## config.mk

```make
export PLATFORM = sky130hd
export DESIGN_NAME = pci_host_bridge_translation_config
export DESIGN_NICKNAME = d
export VERILOG_FILES = /design/src/design/pci_bridge_pkg.sv /design/src/design/latency_timer.sv /design/src/design/pci_host_bridge_translation_config.sv
export VERILOG_INCLUDE_DIRS = /design/src /design/src/design
export SDC_FILE = /design/constraint.sdc
export NUM_CORES = 1
export LEC_CHECK = 0
export BUFFER_PORTS_ARGS = -buffer_cell sky130_fd_sc_hd__buf_2
export CAP_MARGIN = 30
export CORE_MARGIN = 8
export CORE_UTILIZATION = 35
export CTS_CLUSTER_DIAMETER = 80
export DETAILED_ROUTE_END_ITERATION = 12
export GPL_ROUTABILITY_DRIVEN = 0
export PLACE_DENSITY = 0.64
export SYNTH_ARGS = -nofsm -noshare
export SYNTH_HDL_FRONTEND = slang
export SYNTH_HIERARCHICAL = 1
export SYNTH_SLANG_ARGS = --single-unit
```

## constraint.sdc

```tcl
create_clock -name aclk -period 3.75 [get_ports aclk]
set_input_delay 0.75 -clock aclk [delete_from_list [all_inputs] [get_ports aclk]]
set_output_delay 0.75 -clock aclk [all_outputs]
set_load 0.02 [all_outputs]
```

## src/design/pci_bridge_cfg.svh

```systemverilog
// offsets, field positions, reset values and counts of the pci bridge block
`ifndef PCI_BRIDGE_CFG_SVH
`define PCI_BRIDGE_CFG_SVH
`define OFS_OB_XLAT 8'h00
`define OFS_OB_ATTR 8'h04
`define OFS_IB_XLAT 8'h08
`define OFS_IB_BASE 8'h0C
`define OFS_IB_ATTR 8'h10
`define OFS_IRQ_STAT 8'h14
`define OFS_IRQ_MASK 8'h18
`define OFS_BUS_FUNC 8'h44
`define ACL_BIT 0
`define ST_LAT_TERM 0
`define ST_MABORT 1
`define ST_CFG_RETRY 2
`define ST_INT_CFG 3
`define ST_W 4
`define WIN_SIZE_W 6
`define WIN_SIZE_MIN 6'h0B
`define REG_RST 32'h0000_0000
`define SIZE_RST 6'h0B
`define CMD_MEM_WRITE 4'h7
`define LINE_BYTES 6'h20
`define WORD_BYTES 6'h04
`define FIRST_IDSEL_DEV 5'h0A
`define LAT_TIMER_CLKS 32
`define RESP_OKAY 2'h0
`define RESP_SLVERR 2'h2
`endif

```

## src/design/pci_bridge_pkg.sv

```systemverilog
// types shared by the pci bridge block
package pci_bridge_pkg;
   // outbound request from the local side
   typedef struct packed {
      logic cfg;          // configuration access
      logic [4:0] dev;    // device number of a configuration access
      logic [31:0] addr;  // local address or register offset
   } ob_req_type;
   // inbound request seen as pci target
   typedef struct packed {
      logic [3:0] cmd;    // pci bus command
      logic cfg;          // configuration cycle
      logic [31:0] addr;  // pci address
   } tgt_req_type;
   // latency timer states
   typedef enum logic [1:0] {
      LAT_IDLE = 2'b00,
      LAT_RUN = 2'b01,
      LAT_DATA = 2'b10
   } lat_state_type;
endpackage

```

## src/design/latency_timer.sv

```systemverilog
// master latency timer: ends a transaction whose first data phase is late
`include "pci_bridge_cfg.svh"
module latency_timer
   import pci_bridge_pkg::*;
#(
   parameter int CLKS = `LAT_TIMER_CLKS
)
(
   input logic aclk,        // clock
   input logic aresetn,     // synchronous reset, active low
   input logic start,       // transaction begins
   input logic data_begun,  // first data phase has started
   input logic stop,        // transaction finished
   output logic expire      // pulse: terminate, timer ran out
);
   localparam int W = $clog2(CLKS + 1);
   localparam logic [W-1:0] LIM = W'(CLKS - 1);

   lat_state_type state_q; // timer state
   logic [W-1:0] cnt_q;    // clocks spent waiting for data
   logic expire_q;         // registered termination pulse

   // count clocks from start until data, stop or expiry
   always_ff @(posedge aclk)
   begin
      if (!aresetn)
      begin
         state_q <= LAT_IDLE;
         cnt_q <= '0;
         expire_q <= 1'b0;
      end
      else
      begin
         expire_q <= 1'b0;
         unique case (state_q)
            LAT_IDLE:
            begin
               if (start)
               begin
                  state_q <= LAT_RUN;
                  cnt_q <= '0;
               end
            end
            LAT_RUN:
            begin
               if (stop)
                  state_q <= LAT_IDLE;
               else if (data_begun)
                  state_q <= LAT_DATA; // data started: no expiry
               else if (cnt_q == LIM)
               begin
                  expire_q <= 1'b1;
                  state_q <= LAT_IDLE;
               end
               else
                  cnt_q <= cnt_q + 1'b1;
            end
            LAT_DATA:
            begin
               if (stop)
                  state_q <= LAT_IDLE;
            end
            default:
               state_q <= LAT_IDLE; // code 2'b11 is illegal
         endcase
      end
   end

   assign expire = expire_q;
endmodule

```

## src/design/pci_host_bridge_translation_config.sv

```systemverilog
// pci bridge: translation windows, target decode, config routing, registers
// Function
// - outbound address bits 31-12 from translation field; the code takes only the bits above the window size, the rest pass through
// - inbound local address upper 20 bits translated; the code translates only the bits above the window size
// - terminate when 32-clock timer expires before data
// - retry external config cycles while lock set
// - device 0 config goes to internal registers
// - devices 1-9: no idsel, type 0, abort
//
// Implementation choice: the AXI4-Lite slave port.
`include "pci_bridge_cfg.svh"
module pci_host_bridge_translation_config
   import pci_bridge_pkg::*;
#(
   parameter int AW = 8,                      // register address width
   parameter int LAT_CLKS = `LAT_TIMER_CLKS   // latency timer clocks
)
(
   input logic aclk,                  // clock, 10 MHz
   input logic aresetn,               // synchronous reset, active low
   input logic awvalid,               // write address valid
   output logic awready,              // write address ready
   input logic [AW-1:0] awaddr,       // write address
   input logic wvalid,                // write data valid
   output logic wready,               // write data ready
   input logic [31:0] wdata,          // write data
   input logic [3:0] wstrb,           // write byte strobes
   output logic bvalid,               // write response valid
   input logic bready,                // write response ready
   output logic [1:0] bresp,          // write response
   input logic arvalid,               // read address valid
   output logic arready,              // read address ready
   input logic [AW-1:0] araddr,       // read address
   output logic rvalid,               // read data valid
   input logic rready,                // read data ready
   output logic [31:0] rdata,         // read data
   output logic [1:0] rresp,          // read response
   input logic ob_valid,              // outbound request offered
   output logic ob_ready,             // outbound request accepted
   input ob_req_type ob_req,          // outbound request
   output logic pci_start,            // pulse: start pci transaction
   output logic pci_cfg,              // transaction is type 0 config
   output logic [31:0] pci_addr,      // pci address phase value
   input logic pci_data_begun,        // first data phase has begun
   input logic pci_done,              // transaction finished
   input logic pci_no_target,         // no target claimed the cycle
   output logic lat_term,             // pulse: latency timer termination
   input logic tgt_valid,             // pulse: pci cycle addressed to us
   input tgt_req_type tgt_req,        // target request
   output logic tgt_claim,            // pulse: cycle claimed
   output logic tgt_retry,            // pulse: cycle answered by retry
   output logic int_cfg,              // pulse: internal config access
   output logic loc_req,              // pulse: local memory access
   output logic [31:0] loc_addr,      // translated local address
   output logic [5:0] loc_bytes,      // bytes to fetch
   output logic loc_line,             // fetch runs to cache line end
   output logic irq                   // interrupt, active high level
);

   // window mask from size code: 2^(size+1) bytes, never below 4 KB except code 63, whose 6-bit shift wraps to 0
   function automatic logic [31:0] win_mask(input logic [5:0] sz);
      logic [5:0] s;
      s = (sz < `WIN_SIZE_MIN) ? `WIN_SIZE_MIN : sz;
      return 32'hFFFF_FFFF << (s + 6'h01);
   endfunction

   // byte-lane merge of a bus write into a register
   function automatic logic [31:0] merge(input logic [31:0] old,
      input logic [31:0] nw, input logic [3:0] strb);
      logic [31:0] r;
      r = old;
      for (int i = 0; i < 4; i++)
         if (strb[i])
            r[8*i +: 8] = nw[8*i +: 8];
      return r;
   endfunction

   // software registers
   logic [31:0] ota_q;            // outbound translation address
   logic [5:0] ows_q;             // outbound window size
   logic [31:0] ita_q;            // inbound translation address
   logic [31:0] iwb_q;            // inbound window base
   logic [5:0] iws_q;             // inbound window size
   logic [`ST_W-1:0] status_q;    // sticky event bits
   logic [`ST_W-1:0] mask_q;      // interrupt enables
   logic [31:0] busfn_q;          // bus function register
   // bus slave state
   logic aw_have_q, w_have_q, ar_have_q;
   logic [AW-1:0] aw_addr_q, ar_addr_q;
   logic [31:0] w_data_q;
   logic [3:0] w_strb_q;
   logic awready_q, wready_q, bvalid_q, arready_q, rvalid_q;
   logic [1:0] bresp_q, rresp_q;
   logic [31:0] rdata_q;
   // datapath registers
   logic ob_ready_q, busy_q, pci_start_q, pci_cfg_q;
   logic [31:0] pci_addr_q;
   logic tgt_claim_q, tgt_retry_q, int_cfg_q, loc_req_q, loc_line_q;
   logic [31:0] loc_addr_q;
   logic [5:0] loc_bytes_q;
   logic irq_q;
   // combinational terms
   logic wr_go, rd_go, ob_fire, ob_dev0, bus_start, agent_config_lock, ib_hit;
   logic [AW-1:0] wr_ofs, rd_ofs;
   logic [31:0] ob_m, ib_m, ob_xlat, cfg_addr, ib_xlat, rd_val;
   logic rd_err, wr_err;
   logic [`ST_W-1:0] ev, st_clr;

   assign wr_go = aw_have_q && w_have_q && !bvalid_q;
   assign rd_go = ar_have_q && !rvalid_q;
   assign wr_ofs = {aw_addr_q[AW-1:2], 2'b00};
   assign rd_ofs = {ar_addr_q[AW-1:2], 2'b00};
   assign agent_config_lock = busfn_q[`ACL_BIT];
   assign ob_m = win_mask(ows_q);
   assign ib_m = win_mask(iws_q);
   assign ob_fire = ob_valid && ob_ready_q;
   assign ob_dev0 = ob_req.cfg && (ob_req.dev == 5'h00);
   assign bus_start = ob_fire && !ob_dev0;

   // outbound: bits below the window size pass through, bits above come
   // from the translation field, so a misaligned field is simply cut
   assign ob_xlat = ({ota_q[31:12], 12'h000} & ob_m)
      | (ob_req.addr & ~ob_m);
   // type 0 config: an idsel line only for device 10 and up
   assign cfg_addr = {21'h000000, ob_req.addr[10:0]}
      | ((ob_req.dev >= `FIRST_IDSEL_DEV)
         ? (32'h0000_0001 << ob_req.dev) : 32'h0000_0000);
   // inbound: the base is compared only above the window size, which
   // relies on software aligning it; overlaps are not arbitrated
   assign ib_hit = ((tgt_req.addr ^ iwb_q) & ib_m) == 32'h0;
   assign ib_xlat = ({ita_q[31:12], 12'h000} & ib_m)
      | (tgt_req.addr & ~ib_m);

   // address write channel: one accepted at a time
   always_ff @(posedge aclk)
   begin
      if (!aresetn)
      begin
         awready_q <= 1'b0;
         aw_have_q <= 1'b0;
         aw_addr_q <= '0;
      end
      else if (awvalid && awready_q)
      begin
         awready_q <= 1'b0;
         aw_have_q <= 1'b1;
         aw_addr_q <= awaddr;
      end
      else
      begin
         if (wr_go)
            aw_have_q <= 1'b0;
         awready_q <= !aw_have_q && !bvalid_q;
      end
   end

   // write data channel, independent of the address channel
   always_ff @(posedge aclk)
   begin
      if (!aresetn)
      begin
         wready_q <= 1'b0;
         w_have_q <= 1'b0;
         w_data_q <= `REG_RST;
         w_strb_q <= 4'h0;
      end
      else if (wvalid && wready_q)
      begin
         wready_q <= 1'b0;
         w_have_q <= 1'b1;
         w_data_q <= wdata;
         w_strb_q <= wstrb;
      end
      else
      begin
         if (wr_go)
            w_have_q <= 1'b0;
         wready_q <= !w_have_q && !bvalid_q;
      end
   end

   // write decode: unmapped offsets answer slave error
   always_comb
   begin
      unique case (wr_ofs)
         `OFS_OB_XLAT, `OFS_OB_ATTR, `OFS_IB_XLAT, `OFS_IB_BASE,
         `OFS_IB_ATTR, `OFS_IRQ_STAT, `OFS_IRQ_MASK, `OFS_BUS_FUNC:
            wr_err = 1'b0;
         default:
            wr_err = 1'b1;
      endcase
   end

   // write response
   always_ff @(posedge aclk)
   begin
      if (!aresetn)
      begin
         bvalid_q <= 1'b0;
         bresp_q <= `RESP_OKAY;
      end
      else if (wr_go)
      begin
         bvalid_q <= 1'b1;
         bresp_q <= wr_err ? `RESP_SLVERR : `RESP_OKAY;
      end
      else if (bready)
         bvalid_q <= 1'b0;
   end

   // register writes
   always_ff @(posedge aclk)
   begin
      if (!aresetn)
      begin
         ota_q <= `REG_RST;
         ows_q <= `SIZE_RST;
         ita_q <= `REG_RST;
         iwb_q <= `REG_RST;
         iws_q <= `SIZE_RST;
         mask_q <= '0;
         busfn_q <= `REG_RST;
      end
      else if (wr_go)
      begin
         unique case (wr_ofs)
            `OFS_OB_XLAT: ota_q <= merge(ota_q, w_data_q, w_strb_q);
            `OFS_OB_ATTR: if (w_strb_q[0]) ows_q <= w_data_q[5:0];
            `OFS_IB_XLAT: ita_q <= merge(ita_q, w_data_q, w_strb_q);
            `OFS_IB_BASE: iwb_q <= merge(iwb_q, w_data_q, w_strb_q);
            `OFS_IB_ATTR: if (w_strb_q[0]) iws_q <= w_data_q[5:0];
            `OFS_IRQ_MASK: if (w_strb_q[0]) mask_q <= w_data_q[`ST_W-1:0];
            // clearing the lock bit opens config to external masters
            `OFS_BUS_FUNC: busfn_q <= merge(busfn_q, w_data_q, w_strb_q);
            default: ; // status handled below, others ignored
         endcase
      end
   end

   // events and write-one-to-clear of status; a new event wins
   always_comb
   begin
      ev = '0;
      ev[`ST_LAT_TERM] = lat_term;
      ev[`ST_MABORT] = busy_q && pci_done && pci_no_target;
      ev[`ST_CFG_RETRY] = tgt_valid && tgt_req.cfg && agent_config_lock;
      ev[`ST_INT_CFG] = (tgt_valid && tgt_req.cfg && !agent_config_lock)
         || (ob_fire && ob_dev0);
      st_clr = '0;
      if (wr_go && (wr_ofs == `OFS_IRQ_STAT) && w_strb_q[0])
         st_clr = w_data_q[`ST_W-1:0];
   end

   // sticky status and the interrupt level
   always_ff @(posedge aclk)
   begin
      if (!aresetn)
      begin
         status_q <= '0;
         irq_q <= 1'b0;
      end
      else
      begin
         status_q <= (status_q & ~st_clr) | ev;
         irq_q <= |(status_q & mask_q); // lags status by one clock
      end
   end

   // read address channel
   always_ff @(posedge aclk)
   begin
      if (!aresetn)
      begin
         arready_q <= 1'b0;
         ar_have_q <= 1'b0;
         ar_addr_q <= '0;
      end
      else if (arvalid && arready_q)
      begin
         arready_q <= 1'b0;
         ar_have_q <= 1'b1;
         ar_addr_q <= araddr;
      end
      else
      begin
         if (rd_go)
            ar_have_q <= 1'b0;
         arready_q <= !ar_have_q && !rvalid_q;
      end
   end

   // read mux: sizes in low bits, reserved bits read zero
   always_comb
   begin
      rd_err = 1'b0;
      unique case (rd_ofs)
         `OFS_OB_XLAT: rd_val = ota_q;
         `OFS_OB_ATTR: rd_val = {26'h0000000, ows_q};
         `OFS_IB_XLAT: rd_val = ita_q;
         `OFS_IB_BASE: rd_val = iwb_q;
         `OFS_IB_ATTR: rd_val = {26'h0000000, iws_q};
         `OFS_IRQ_STAT: rd_val = {28'h0000000, status_q};
         `OFS_IRQ_MASK: rd_val = {28'h0000000, mask_q};
         `OFS_BUS_FUNC: rd_val = busfn_q;
         default:
         begin
            rd_val = 32'h0000_0000;
            rd_err = 1'b1;
         end
      endcase
   end

   // read response
   always_ff @(posedge aclk)
   begin
      if (!aresetn)
      begin
         rvalid_q <= 1'b0;
         rdata_q <= `REG_RST;
         rresp_q <= `RESP_OKAY;
      end
      else if (rd_go)
      begin
         rvalid_q <= 1'b1;
         rdata_q <= rd_val;
         rresp_q <= rd_err ? `RESP_SLVERR : `RESP_OKAY;
      end
      else if (rready)
         rvalid_q <= 1'b0;
   end

   // outbound master: one transaction at a time
   always_ff @(posedge aclk)
   begin
      if (!aresetn)
      begin
         ob_ready_q <= 1'b0;
         busy_q <= 1'b0;
         pci_start_q <= 1'b0;
         pci_cfg_q <= 1'b0;
         pci_addr_q <= `REG_RST;
      end
      else
      begin
         ob_ready_q <= !busy_q && !ob_fire;
         pci_start_q <= bus_start; // device 0 never reaches the bus
         if (bus_start)
         begin
            busy_q <= 1'b1;
            pci_cfg_q <= ob_req.cfg;
            pci_addr_q <= ob_req.cfg ? cfg_addr : ob_xlat;
         end
         else if (pci_done || lat_term)
            busy_q <= 1'b0;
      end
   end

   // target side: retry under lock, decode, translate, prefetch length
   always_ff @(posedge aclk)
   begin
      if (!aresetn)
      begin
         tgt_claim_q <= 1'b0;
         tgt_retry_q <= 1'b0;
         int_cfg_q <= 1'b0;
         loc_req_q <= 1'b0;
         loc_line_q <= 1'b0;
         loc_addr_q <= `REG_RST;
         loc_bytes_q <= 6'h00;
      end
      else
      begin
         tgt_claim_q <= tgt_valid && (tgt_req.cfg || ib_hit);
         tgt_retry_q <= tgt_valid && tgt_req.cfg && agent_config_lock;
         int_cfg_q <= ev[`ST_INT_CFG];
         loc_req_q <= tgt_valid && !tgt_req.cfg && ib_hit;
         if (tgt_valid && !tgt_req.cfg && ib_hit)
         begin
            loc_addr_q <= ib_xlat;
            // whole rest of the line is read even if the master stops
            // early: wasted reads traded for a simple fetch unit
            loc_line_q <= tgt_req.cmd == `CMD_MEM_WRITE;
            loc_bytes_q <= (tgt_req.cmd == `CMD_MEM_WRITE)
               ? `LINE_BYTES - {1'b0, ib_xlat[4:0]} : `WORD_BYTES;
         end
      end
   end

   latency_timer #(
      .CLKS(LAT_CLKS)
   ) u_lat (
      .aclk(aclk),
      .aresetn(aresetn),
      .start(pci_start_q),
      .data_begun(pci_data_begun),
      .stop(pci_done),
      .expire(lat_term)
   );

   assign awready = awready_q;
   assign wready = wready_q;
   assign bvalid = bvalid_q;
   assign bresp = bresp_q;
   assign arready = arready_q;
   assign rvalid = rvalid_q;
   assign rdata = rdata_q;
   assign rresp = rresp_q;
   assign ob_ready = ob_ready_q;
   assign pci_start = pci_start_q;
   assign pci_cfg = pci_cfg_q;
   assign pci_addr = pci_addr_q;
   assign tgt_claim = tgt_claim_q;
   assign tgt_retry = tgt_retry_q;
   assign int_cfg = int_cfg_q;
   assign loc_req = loc_req_q;
   assign loc_addr = loc_addr_q;
   assign loc_bytes = loc_bytes_q;
   assign loc_line = loc_line_q;
   assign irq = irq_q;
endmodule

```

==> impl_metrics.env <==
export IMPL_status="complete, no violations"
export IMPL_p_clk_frac=0.471
export IMPL_wl_met3_mm=4.273
export IMPL_startpoint="iws_q[5]"
export IMPL_synthDistinctLibCells=93
export IMPL_cp_arrival_ns=4.03
export IMPL_finalClockSkew_ns=0.02512
export IMPL_antenna_found_initial=5
export IMPL_maxSlewViolCount=0
export IMPL_p_int_mw=5.920
export IMPL_cts_root_buf="clkbuf_16"
export IMPL_worst_pin_slew_ns=1.077
export IMPL_final_cell_mix="dfxtp_1 (327), buf_2 (253), nor2_1 (236)"
export IMPL_setup_tns_ns=0
export IMPL_start_util=0.3543
export IMPL_ant_nets=0
export IMPL_first_pass_iters=6
export IMPL_dieArea_sq_mm=0.05055
export IMPL_top_layer_used="met5"
export IMPL_die_w_um=224.8
export IMPL_grt_pass1_vias=13570
export IMPL_cts_made_buffers=38
export IMPL_cellPowerDensity_mw_per_mm2=428.1
export IMPL_viasPerCell=5.482
export IMPL_crit_family="simple AND/OR/NAND/NOR gates"
export IMPL_comb_power_share=0.069
export IMPL_path_clk_slew_ns=0.06
export IMPL_dr_first_iter_drc_count=1311
export IMPL_grt_max_degree=143
export IMPL_ys_async_sr_fraction=0
export IMPL_fp_row_count=76
export IMPL_synth_edf_count=0
export IMPL_dp_hpwl_mm=40.70
export IMPL_synth_area_sq_mm=0.01526
export IMPL_crit_slowest_cell="or4_1"
export IMPL_yosysSeqAreaShare=0.4289
export IMPL_cts_buffer_depth=3
export IMPL_wl_mm=54.15
export IMPL_setup_viol=0
export IMPL_whs_ns=0.4253
export IMPL_cpPeakStageDelay_ns=0.49
export IMPL_multi_input_area_sq_mm=0.008128
export IMPL_crit_chain="nor2_1 > a21oi_1 > inv_1 > ha_1 > buf_4 > nand3_1 > nor3_2 > a2bb2oi_2 > o32ai_1 > a2111oi_4 > nand4_4 > buf_4 > or4_1 > o21ai_1"
export IMPL_avgSynthCellArea_sq_um=8.828
export IMPL_hold_viol=0
export IMPL_ys_flop_type="dfxtp_1"
export IMPL_grt_ovfl_total=0
export IMPL_fin_crit_ns=3.557
export IMPL_clock_fmax_ghz=0.2811
export IMPL_route_detailed_drc=0
export IMPL_seq_area_sq_mm=0.006546
export IMPL_vdd_ir_drop_worst_uv=254.1
export IMPL_ys_ff_latch=327
export IMPL_grt_usage=0.2027
export IMPL_rr_startpoint="iws_q[5]"
export IMPL_netSwitchingFraction=0.2454
export IMPL_holdCritStartpoint="rready"
export IMPL_cp_required_ns=4.23
export IMPL_path_common_cell="buf_4"
export IMPL_leakage_nw=7.652
export IMPL_route_layer_met1_wl_mm=24.28
export IMPL_htree_levels=2
export IMPL_synthToLayoutAreaGrowth_pct=20.07
export IMPL_postCtsSetupBuffers=0
export IMPL_cts_tree="yes"
export IMPL_layout_commonest_cell="dfxtp_1"
export IMPL_vias=14050
export IMPL_power_switching_mw=1.926
export IMPL_fill_cells=4216
export IMPL_grt_pass1_wl_mm=80.61
export IMPL_holdCritPathClass="primary input to flop"
export IMPL_p_total_mw=7.846
export IMPL_die_height_um=224.8
export IMPL_core_area_sq_mm=0.04308
export IMPL_syn_inst=1729
export IMPL_worst_path_max_fanout=11
export IMPL_crit_buf_inv=3
export IMPL_wl_per_cell_um=21.13
export IMPL_clk_latency_ns=0.55
export IMPL_critPathKind="flop to flop"
export IMPL_nets=2091
export IMPL_cts_hold_buf=0
export IMPL_slew_headroom=0.2782
export IMPL_maxCapViolCount=0
export IMPL_period_share=0.9486
export IMPL_rsz0062_at_grt="no"
export IMPL_crit_path_end_kind="flop"
export IMPL_yosys_warnings=6
export IMPL_crit_path_start_kind="flop"
export IMPL_drive_gt1_frac=0.2028
export IMPL_seqPwrFrac=0.460
export IMPL_io_buffers=253
export IMPL_cts_sinks=327
export IMPL_met2WireLength_mm=23.58
export IMPL_io_pins=260
cells in the mapped netlist, types with 9 or more instances:
cell type / number / share of area
a211oi_1: 24 / 0.012
a21oi_1: 131 / 0.043
a22oi_1: 92 / 0.045
a31oi_1: 11 / 0.0045
and2_1: 9 / 0.0037
and3_1: 9 / 0.0037
buf_4: 11 / 0.0054
buf_6: 9 / 0.0066
clkbuf_1: 87 / 0.021
dfxtp_1: 327 / 0.43
ha_1: 9 / 0.0074
inv_1: 19 / 0.0047
mux2i_1: 198 / 0.13
nand2_1: 196 / 0.048
nand2b_1: 15 / 0.0061
nand3_1: 48 / 0.016
nor2_1: 237 / 0.058
nor3_1: 19 / 0.0062
o211ai_1: 17 / 0.0084
o21ai_0: 46 / 0.015
o221ai_1: 10 / 0.0057
xnor2_1: 24 / 0.014
xor2_1: 13 / 0.0075
power groups by stage:
stage	Sequential, mW	Clock, mW	Combinational (mW)
floorplan	3.68	0	0.279
global placement	3.68	0	0.532
detailed placement	3.68	0	0.537
CTS	3.61	3.78	0.539
global route	3.62	3.91	0.583
finish	3.61	3.70	0.540
worst paths after layout:
path	to	slack (ns)	cells after the start
worst min-delay path	rvalid	0.43	2
worst max-delay path	loc_addr[2]	0.19	14
worst max register to register	loc_addr[2]	0.19	14
worst min register to register	wready	0.44	1
area by class of cell:
type                    count  area share
multi-input cells        1266      0.4435
flip-flops and latches    327      0.3572
clock buffers              57     0.06076
well taps                 585     0.03994
clock inverters            12    0.006896
repair buffers            291     0.08671
inverters                  19    0.004301
diodes                      5   0.0006827
flip-flops by register name (all words and copies together), names as in the netlist, 6 cells and up:
| name | flops |
|---|---|
| busfn_q | 32 |
| ita_q | 32 |
| iwb_q | 32 |
| loc_addr | 32 |
| ota_q | 32 |
| pci_addr | 32 |
| rdata | 32 |
| w_data_q | 32 |
| ar_addr_q | 6 |
| aw_addr_q | 6 |
| iws_q | 6 |
| loc_bytes | 6 |
| ows_q | 6 |
| u_lat/cnt_q | 6 |
stage by stage:
stage | cells | area, sq um | util | setup slack (ns)
detailed placement | 2487 | 17060 | 0.3960 | 0.01177
global route | 2561 | 18320 | 0.4254 | 0.01370
floorplan | 1730 | 15270 | - | 0.5531
CTS | 2556 | 18300 | 0.4248 | 0.02050
global placement | 2487 | 17060 | 0.3960 | 0.08892
finish | 2562 | 18330 | 0.4254 | 0.1926
metal layers:
| layer | vias to the layer above | global-route usage |
|---|---|---|
| met2 | 598 | 0.3083 |
| met3 | 111 | 0.03764 |
| met4 | 2 | 0.08567 |
| met1 | 6706 | 0.2782 |
| li1 | 6628 | - |
| met5 | - | 0 |
cells by family (layout without fill, tap and decap cells):
group	after synthesis	in the layout	synth area share
buf+inv	138	379	0.04164
mux	203	203	0.1350
other cells	1	7	0.0002457
simple gates	593	594	0.1760
flops	327	327	0.4289
compound gates	421	421	0.1896
xor+xnor	37	37	0.02123
fa+ha+maj	9	9	0.007378
repair_timing:
action / CTS / global route
gates resized for setup: 1 / 2
cloned: 0 / 1
setup endpoints to repair: 1 / 35
pin swaps: 0 / 1
Power figures use the tool's default switching activity.
